[src/logic/tgc_defines.svh]
// constants of the traffic generator and checker
`ifndef TGC_DEFINES_SVH
`define TGC_DEFINES_SVH
// ==========================================
// stream channels
`define WORD_W 16
`define NUM_CH 4
`define CH_DATA 0
`define CH_UFC 1
`define CH_NATIVE_FLOW_CTRL 2
`define CH_USER_K 3
// ==========================================
// lfsr: right-shift galois form, x^16+x^14+x^13+x^11+1
`define LFSR_SEED 16'hACE1
`define LFSR_TAPS 16'hB400
// ==========================================
// apb register map (byte addresses)
`define ADDR_W 12
`define REG_CTRL 12'h000
`define REG_STATUS 12'h004
`define REG_ERR 12'h008
`define CTRL_RESET 4'hF
`define ERR_CNT_MAX 8'hFF
`define ERR_UFC_BIT 8
`define ERR_USER_K_BIT 9
`define ERR_NATIVE_FLOW_CTRL_BIT 10
`define ERR_CLR_CNT_BIT 0
`define STAT_CHAN_UP_BIT 0
`define STAT_HARD_BIT 1
`define STAT_SOFT_BIT 2
`define STAT_LANE_LSB 8
// ==========================================
// transceiver reset debounce, in init clock edges
`define DEB_LEN 4
`endif

[src/logic/tgc_pkg.sv]
// types shared by the traffic generator and checker
`include "tgc_defines.svh"
package tgc_pkg;
  // one beat of a stream channel: valid and payload travel together
  typedef struct packed {
    logic valid;
    logic [`WORD_W-1:0] data;
  } stream_s;
endpackage : tgc_pkg

[src/logic/traffic_gen_check.sv]
// traffic generator, checker and status wrapper around a serial link core
//
// How it works
// - a generator drives traffic on the data, user flow control, native flow control and user-K transmit channels.
// - each payload word comes from an lfsr that starts at a fixed seed after reset.
// - the generator runs from the user clock, the reset, channel-up and the per-channel enable bits of the control register.
// - a transmit channel advances its word only on cycles where valid and ready are both high.
// - the checker predicts receive data with the same lfsr polynomial and seed as the generator.
// - every accepted receive word on each of the four channels is compared with the prediction and flagged on mismatch.
// - an 8-bit count of mismatching data words is kept in the user clock domain.
// - an active-high user flow control error flag follows mismatches on that channel.
// - an active-high user-K error flag follows mismatches on that channel.
// - channel-up and the error status of the core are registered before reaching the outputs.
// - each transceiver lane gets its own registered lane-up output.
// - the transceiver reset passes a debouncer stepped by the init clock before it reaches the core.
`timescale 1ns/1ps
`default_nettype none
`include "tgc_defines.svh"

module traffic_gen_check #(
  parameter int LANES = 1
) (
  input wire logic SYS_CLK, // user clock
  input wire logic RST_N, // synchronous reset, active low
  input wire logic CORE_CHANNEL_UP, // channel-up from the core
  input wire logic CORE_HARD_ERR, // hard error from the core
  input wire logic CORE_SOFT_ERR, // soft error from the core
  input wire logic [LANES-1:0] CORE_LANE_UP, // lane-up per lane from the core
  output wire tgc_pkg::stream_s [`NUM_CH-1:0] TX_STREAM, // transmit channels to the core
  input wire logic [`NUM_CH-1:0] TX_READY, // ready per transmit channel
  input wire tgc_pkg::stream_s [`NUM_CH-1:0] RX_STREAM, // receive channels from the core
  input wire logic INIT_CLK, // slow init clock, sampled
  input wire logic PMA_INIT, // transceiver reset request, raw pin
  output logic PMA_INIT_CORE, // debounced transceiver reset to the core
  output logic CHANNEL_UP, // registered channel-up
  output logic HARD_ERR, // registered hard error
  output logic SOFT_ERR, // registered soft error
  output logic [LANES-1:0] LANE_UP, // registered lane-up per lane
  output logic [7:0] DATA_ERR_COUNT, // mismatching data words, saturating
  output logic UFC_ERR, // user flow control mismatch
  output logic USER_K_ERR, // user-K mismatch
  input wire logic PSEL, // apb select
  input wire logic PENABLE, // apb enable
  input wire logic PWRITE, // apb direction
  input wire logic [`ADDR_W-1:0] PADDR, // apb byte address
  input wire logic [31:0] PWDATA, // apb write data
  output logic [31:0] PRDATA, // apb read data
  output logic PREADY, // apb ready
  output logic PSLVERR // apb error on unmapped address
);

  // ==========================================
  // functions
  // right-shift galois step; generator and checker share this very step
  function automatic logic [`WORD_W-1:0] lfsr_next(input logic [`WORD_W-1:0] x);
    lfsr_next = x[0] ? ((x >> 1) ^ `LFSR_TAPS) : (x >> 1);
  endfunction : lfsr_next

  // exact byte address match: unaligned offsets read as unmapped
  function automatic logic addr_hit(input logic [`ADDR_W-1:0] a, input logic [`ADDR_W-1:0] off);
    addr_hit = (a == off);
  endfunction : addr_hit

  // ==========================================
  // status registering
  // one register stage keeps the core's status timing off the output pins
  logic chan_up_q;
  logic hard_q;
  logic soft_q;
  logic [LANES-1:0] lane_q;

  always_ff @(posedge SYS_CLK)
  begin
    if (!RST_N)
    begin
      chan_up_q <= 1'b0;
      hard_q <= 1'b0;
      soft_q <= 1'b0;
      lane_q <= '0;
    end
    else
    begin
      chan_up_q <= CORE_CHANNEL_UP;
      hard_q <= CORE_HARD_ERR;
      soft_q <= CORE_SOFT_ERR;
      lane_q <= CORE_LANE_UP;
    end
  end

  assign CHANNEL_UP = chan_up_q;
  assign HARD_ERR = hard_q;
  assign SOFT_ERR = soft_q;
  assign LANE_UP = lane_q;

  // ==========================================
  // transceiver reset debounce
  // init clock is treated as a sampled pin: it must run well below the user clock
  // a level change needs every sample to agree, so short glitches never reach the core
  logic init_s1_q;
  logic init_s2_q;
  logic init_prev_q;
  logic pma_s1_q;
  logic pma_s2_q;
  logic [`DEB_LEN-1:0] deb_q;
  logic pma_out_q;
  wire init_rise_w = init_s2_q & ~init_prev_q;
  wire deb_all1_w = &deb_q;
  wire deb_all0_w = ~|deb_q;

  always_ff @(posedge SYS_CLK)
  begin
    if (!RST_N)
    begin
      init_s1_q <= 1'b0;
      init_s2_q <= 1'b0;
      init_prev_q <= 1'b0;
      pma_s1_q <= 1'b0;
      pma_s2_q <= 1'b0;
      deb_q <= '0;
      pma_out_q <= 1'b0;
    end
    else
    begin
      init_s1_q <= INIT_CLK;
      init_s2_q <= init_s1_q;
      init_prev_q <= init_s2_q;
      pma_s1_q <= PMA_INIT;
      pma_s2_q <= pma_s1_q;
      if (init_rise_w)
        deb_q <= {deb_q[`DEB_LEN-2:0], pma_s2_q};
      if (deb_all1_w)
        pma_out_q <= 1'b1;
      else if (deb_all0_w)
        pma_out_q <= 1'b0;
    end
  end

  assign PMA_INIT_CORE = pma_out_q;

  // ==========================================
  // apb slave
  logic [3:0] ctrl_q;
  logic [31:0] prdata_q;
  logic pready_q;
  logic pslverr_q;
  wire hit_ctrl_w = addr_hit(PADDR, `REG_CTRL);
  wire hit_stat_w = addr_hit(PADDR, `REG_STATUS);
  wire hit_err_w = addr_hit(PADDR, `REG_ERR);
  wire mapped_w = hit_ctrl_w | hit_stat_w | hit_err_w;
  wire setup_w = PSEL & ~PENABLE;
  wire wr_w = PSEL & PENABLE & pready_q & PWRITE;
  wire wr_ctrl_w = wr_w & hit_ctrl_w;
  wire wr_err_w = wr_w & hit_err_w;
  wire clr_cnt_w = wr_err_w & PWDATA[`ERR_CLR_CNT_BIT];
  wire clr_nfc_w = wr_err_w & PWDATA[`ERR_NATIVE_FLOW_CTRL_BIT];
  logic [31:0] stat_w;
  logic [31:0] err_w;
  logic [31:0] rd_w;
  logic [7:0] cnt_q;
  logic ufc_q;
  logic uk_q;
  logic nfc_q;

  always_comb
  begin
    stat_w = '0;
    stat_w[`STAT_CHAN_UP_BIT] = chan_up_q;
    stat_w[`STAT_HARD_BIT] = hard_q;
    stat_w[`STAT_SOFT_BIT] = soft_q;
    stat_w[`STAT_LANE_LSB +: LANES] = lane_q;
    err_w = '0;
    err_w[7:0] = cnt_q;
    err_w[`ERR_UFC_BIT] = ufc_q;
    err_w[`ERR_USER_K_BIT] = uk_q;
    err_w[`ERR_NATIVE_FLOW_CTRL_BIT] = nfc_q;
    if (hit_ctrl_w)
      rd_w = {28'h0000000, ctrl_q};
    else if (hit_stat_w)
      rd_w = stat_w;
    else if (hit_err_w)
      rd_w = err_w;
    else
      rd_w = 32'h00000000;
  end

  // read data is captured at setup so it stands through the whole access cycle
  // one-wait-free slave: ready is raised for the access cycle that follows setup
  always_ff @(posedge SYS_CLK)
  begin
    if (!RST_N)
    begin
      pready_q <= 1'b0;
      pslverr_q <= 1'b0;
      prdata_q <= '0;
      ctrl_q <= `CTRL_RESET;
    end
    else
    begin
      pready_q <= setup_w;
      pslverr_q <= setup_w & ~mapped_w;
      if (setup_w && !PWRITE)
        prdata_q <= rd_w;
      if (wr_ctrl_w)
        ctrl_q <= PWDATA[3:0];
    end
  end

  assign PRDATA = prdata_q;
  assign PREADY = pready_q;
  assign PSLVERR = pslverr_q;

  // ==========================================
  // generator and checker, one slice per channel
  // per-channel mismatch, one cycle after the word arrives
  logic [`NUM_CH-1:0] mis_w;

  for (genvar i = 0; i < `NUM_CH; i++)
  begin : g_ch
    logic txv_q;
    logic [`WORD_W-1:0] gen_q;
    logic [`WORD_W-1:0] exp_q;
    logic mis_q;
    wire fire_w = txv_q & TX_READY[i];
    // valid may only drop after the pending beat was taken, or when channel-up is low
    wire txv_d = ctrl_q[i] | (txv_q & ~TX_READY[i]);
    // no ready goes back to the core: every valid receive beat while channel-up is high advances the prediction

    always_ff @(posedge SYS_CLK)
    begin
      if (!RST_N || !chan_up_q)
      begin
        txv_q <= 1'b0;
        gen_q <= `LFSR_SEED;
        exp_q <= `LFSR_SEED;
        mis_q <= 1'b0;
      end
      else
      begin
        txv_q <= txv_d;
        if (fire_w)
          gen_q <= lfsr_next(gen_q);
        if (RX_STREAM[i].valid)
        begin
          mis_q <= (RX_STREAM[i].data != exp_q);
          exp_q <= lfsr_next(exp_q);
        end
        else
          mis_q <= 1'b0;
      end
    end

    assign TX_STREAM[i] = '{valid: txv_q, data: gen_q};
    assign mis_w[i] = mis_q;
  end

  // ==========================================
  // error reporting
  // flags pulse one cycle per bad word; native flow control errors stay until cleared
  logic [7:0] cnt_d;
  logic nfc_d;
  wire cnt_sat_w = (cnt_q == `ERR_CNT_MAX);
  wire [7:0] cnt_inc_w = cnt_sat_w ? cnt_q : 8'(cnt_q + 8'h01);

  // a mismatch in the clearing cycle still counts: the set wins
  always_comb
  begin
    cnt_d = cnt_q;
    if (mis_w[`CH_DATA])
      cnt_d = clr_cnt_w ? 8'h01 : cnt_inc_w;
    else if (clr_cnt_w)
      cnt_d = 8'h00;
    nfc_d = nfc_q;
    if (mis_w[`CH_NATIVE_FLOW_CTRL])
      nfc_d = 1'b1;
    else if (clr_nfc_w)
      nfc_d = 1'b0;
  end

  always_ff @(posedge SYS_CLK)
  begin
    if (!RST_N)
    begin
      cnt_q <= '0;
      ufc_q <= 1'b0;
      uk_q <= 1'b0;
      nfc_q <= 1'b0;
    end
    else
    begin
      cnt_q <= cnt_d;
      ufc_q <= mis_w[`CH_UFC];
      uk_q <= mis_w[`CH_USER_K];
      nfc_q <= nfc_d;
    end
  end

  assign DATA_ERR_COUNT = cnt_q;
  assign UFC_ERR = ufc_q;
  assign USER_K_ERR = uk_q;

endmodule : traffic_gen_check
`default_nettype wire

[config.mk]
export PLATFORM = sky130hd
export DESIGN_NAME = traffic_gen_check
export DESIGN_NICKNAME = d
export VERILOG_FILES = /design/src/logic/tgc_pkg.sv /design/src/logic/traffic_gen_check.sv
export VERILOG_INCLUDE_DIRS = /design/src /design/src/logic
export SDC_FILE = /design/constraint.sdc
export NUM_CORES = 1
export LEC_CHECK = 0
export BUFFER_PORTS_ARGS = -buffer_cell sky130_fd_sc_hd__clkbuf_2
export CAP_MARGIN = 0
export CORE_MARGIN = 2
export CORE_UTILIZATION = 25
export DETAILED_ROUTE_END_ITERATION = 8
export HOLD_SLACK_MARGIN = 0.08
export PLACE_DENSITY = 0.55
export SYNTH_ARGS = -nofsm -noshare
export SYNTH_HDL_FRONTEND = slang
export SYNTH_SLANG_ARGS = --single-unit
[constraint.sdc]
create_clock -name SYS_CLK -period 1.3 [get_ports SYS_CLK]
set_input_delay 0.39 -clock SYS_CLK [delete_from_list [all_inputs] [get_ports SYS_CLK]]
set_output_delay 0.39 -clock SYS_CLK [all_outputs]
set_load 0.005 [all_outputs]
==> impl_metrics.csv <==
group,metric,value,unit
outcome,status,"finished with violations",
outcome,violations,"negative setup slack",
worst_setup_path,start_kind,"register",
placement,gp_congestion,0.798,
finish,num_antenna_cells,0,
power,power,12.1,mW
timing,hold_viol_final,0,
timing,worst_pin_slew,0.524,ns
die,die_w,177,um
power,power_frac_seq,46.3,%
logic_synthesis,yosysTopAreaCellShare,47.4,%
drt,drc,0,
worst_setup_path,path_class,"register to output port",
logic_synthesis,synth_edf_count,0,
min_path,min_path_type,"input pin to register",
worst_setup_path,crit_required,0.91,ns
drt,vias,6647,
timing,setup_ws,-0.0896,ns
grt,grt_use_total,13.4,%
clocking,clkTransAtPathRegs,0.07,ns
power,ir_worst_vdd,0.640,mV
finish,finalNetCount,1274,
timing,slew_viol_final,0,
die,io_pins,244,
power,p_per_area,1080,nW/um^2
die,initial_core_util,25.4,%
worst_setup_path,end_kind,"output port",
drt,drt-vias-per-instance,4.29,
grt,grt_pass1_wl,33200,um
logic_synthesis,netlist_instances,839,
clocking,clk-insertion-delay-late,0.43,ns
finish,seq_area,3710,um^2
grt,grt_antenna_before_repair,0,
clocking,htree_num_levels,4,
min_path,min_from,"PMA_INIT",
clocking,cts_tree,"yes",
job,drv_cap,0,
grt,grt-ovfl-total,0,
clocking,cts-root-buf,"clkbuf_16",
logic_synthesis,yosysMostFrequentCell,"dfxtp_1",
die,core_area,29600,um^2
clocking,clockBufferDepth,2,
timing,max_freq,0.720,GHz
finish,drive_above_1_share,44.0,%
finish,syn_to_final_growth,48.8,%
grt,grt_max_degree,33,
power,p_switching,2.89,mW
logic_synthesis,synthTopCellsByCount,"dfxtp_1 (178), nand2_1 (161), xor2_1 (64)",
timing,fin_skew,0.00784,ns
die,die_h,177,um
clocking,numCtsBuffers,17,
worst_setup_path,path_max_fanout,4,
timing,hold_ws,0.164,ns
finish,n_fill_cell,3003,
clocking,clock-sinks,178,
grt,grt_pass1_vias,6423,
worst_setup_path,arrival,1.00,ns
power,p_sw_share,24.0,%
timing,post-route-period-util,107,%
finish,multi_input_area,3750,um^2
logic_synthesis,synth.avg_cell_area,8.96,um^2
logic_synthesis,synthTopCellsByArea,"dfxtp_1 (47%), nand2_1 (8.0%), mux2i_1 (7.6%), xor2_1 (7.5%), xnor2_1 (3.0%)",
power,p_leak,4.91,nW
power,p_int,9.18,mW
drt,wl_per_cell,13.7,um
worst_setup_path,timing.rr.start,"DATA_ERR_COUNT[0]",
timing,relSlewSlack,65.0,%
timing,setup_tns,-0.638,ns
logic_synthesis,synthFlopType,"dfxtp_1",
logic_synthesis,yosys_warnings,0,
drt,antenna_left,0,
timing,rsz0062_at_grt,"true",
die,dieArea,31500,um^2
logic_synthesis,synth.distinct_cells,43,
placement,dp_hpwl,15400,um
logic_synthesis,ys_async_sr_fraction,0,%
power,power_frac_clock,45.2,%
logic_synthesis,seq_area_frac_synth,47.4,%
logic_synthesis,synth_top_cell_by_area,"dfxtp_1",
logic_synthesis,ys_ff_latch,178,
power,pwr-share-comb,8.6,%
timing,setup_viol,12,
drt,firstDrtPassIters,4,
finish,final_util,37.7,%
timing,finalCriticalPeriod,1.39,ns
placement,portBuffers,195,
worst_setup_path,startpoint,"DATA_ERR_COUNT[1]",
die,row_count,63,
drt,dr.first_iter.drc_count,291,
clocking,hold_buffers,0,
drt,routed_wl,21200,um
logic_synthesis,netlist_area,7520,um^2
==> layer usage <==
layer,up-vias,global-route usage [%],wire (um)
met5,-,0,0
met4,0,4.03,397
met3,26,3.62,1100
met2,162,22.3,9800
met1,3077,16.9,9920
li1,3382,-,-
==> state kept, by name, indices dropped and copies added, names as in the netlist <==
register	cells
USER_K_ERR	1
g_ch.gen_q	64
pma_s2_q	1
init_prev_q	1
pma_s1_q	1
UFC_ERR	1
nfc_q	1
CHANNEL_UP	1
g_ch.mis_q	4
g_ch.txv_q	4
PRDATA	11
DATA_ERR_COUNT	8
SOFT_ERR	1
LANE_UP	1
g_ch.exp_q	64
PREADY	1
init_s2_q	1
PMA_INIT_CORE	1
ctrl_q	4
deb_q	4
HARD_ERR	1
init_s1_q	1
PSLVERR	1
==> what timing repair did <==
item,CTS,global route
resized for setup,114,97
endpoints found under the hold margin,0,0
pin swaps,11,15
setup endpoints to repair,99,102
setup buffers,41,20
==> cell families (layout without fill, tap and decap cells) <==
logic type / count (synthesis) / in the layout / share of synthesized area (%)
compound gates: 97 / 97 / 7.96
fa+ha+maj: 1 / 1 / 0.166
flops: 178 / 178 / 47.4
buf+inv: 85 / 385 / 5.68
mux: 59 / 59 / 7.89
simple gates: 328 / 328 / 20.4
xor+xnor: 90 / 90 / 10.5
other cells: 1 / 21 / 0.0499
==> per-stage QoR <==
| stage | worst slack (ns) | std cells | cell area [um^2] |
|---|---|---|---|
| 4_1_cts | -0.115 | 1529 | 10700 |
| 5_1_grt | -0.136 | 1549 | 11200 |
| 2_1_floorplan | -0.0619 | 859 | 7630 |
| 6_report | -0.0896 | 1549 | 11200 |
| 3_3_place_gp | -0.398 | 1458 | 9550 |
| 3_5_place_dp | -0.416 | 1458 | 9550 |
==> worst max-delay path, stage by stage, from the launching register on <==
cell and delay (ns):
dfxtp_4 0.37, buf_6 0.11, clkbuf_2 0.10
==> power by group through the flow <==
stage | Sequential [mW] | Clock [mW] | Combinational (mW)
finish | 5.59 | 5.45 | 1.03
global route | 5.60 | 5.89 | 1.14
CTS | 5.59 | 5.61 | 1.01
detailed placement | 5.73 | 0 | 0.939
global placement | 5.73 | 0 | 0.931
floorplan | 5.71 | 0 | 0.511
==> final timing paths <==
| kind | endpoint | slack (ns) | cells after the start |
|---|---|---|---|
| max reg2reg | DATA_ERR_COUNT[7] | -0.06 | 5 |
| max | DATA_ERR_COUNT[1] | -0.09 | 2 |
| min reg2reg | init_s2_q | 0.43 | 1 |
| min | pma_s1_q | 0.16 | 2 |
==> cells in the final DEF (no fill, tap or decap), types with 3 or more instances in the layout <==
cell / n
nor4_4: 3
bufinv_16: 3
inv_6: 4
nor2b_1: 8
dfxtp_2: 94
buf_6: 49
dfxtp_1: 76
nand4_1: 10
a22o_1: 7
and3_1: 6
a211oi_1: 10
buf_4: 126
clkbuf_16: 17
o221ai_1: 3
and2_1: 15
xnor2_1: 26
dfxtp_4: 8
clkbuf_2: 154
a21oi_1: 36
o21ai_0: 14
nor4_1: 10
o211ai_1: 9
xor2_1: 63
inv_1: 7
nand2_1: 160
nor4_2: 6
nor2_1: 49
o21ai_1: 4
mux2i_1: 57
conb_1: 21
nand3_1: 40
clkinv_2: 3
buf_12: 16
a31oi_1: 3
==> final cells by class <==
| type | instances | area share, % |
|---|---|---|
| flip-flops and latches | 178 | 33.2 |
| well taps | 390 | 4.36 |
| clock buffers | 18 | 3.93 |
| clock inverters | 14 | 1.58 |
| multi-input cells | 596 | 33.5 |
| inverters | 7 | 0.235 |
| repair buffers | 346 | 23.2 |
Power figures use the tool's default switching activity.
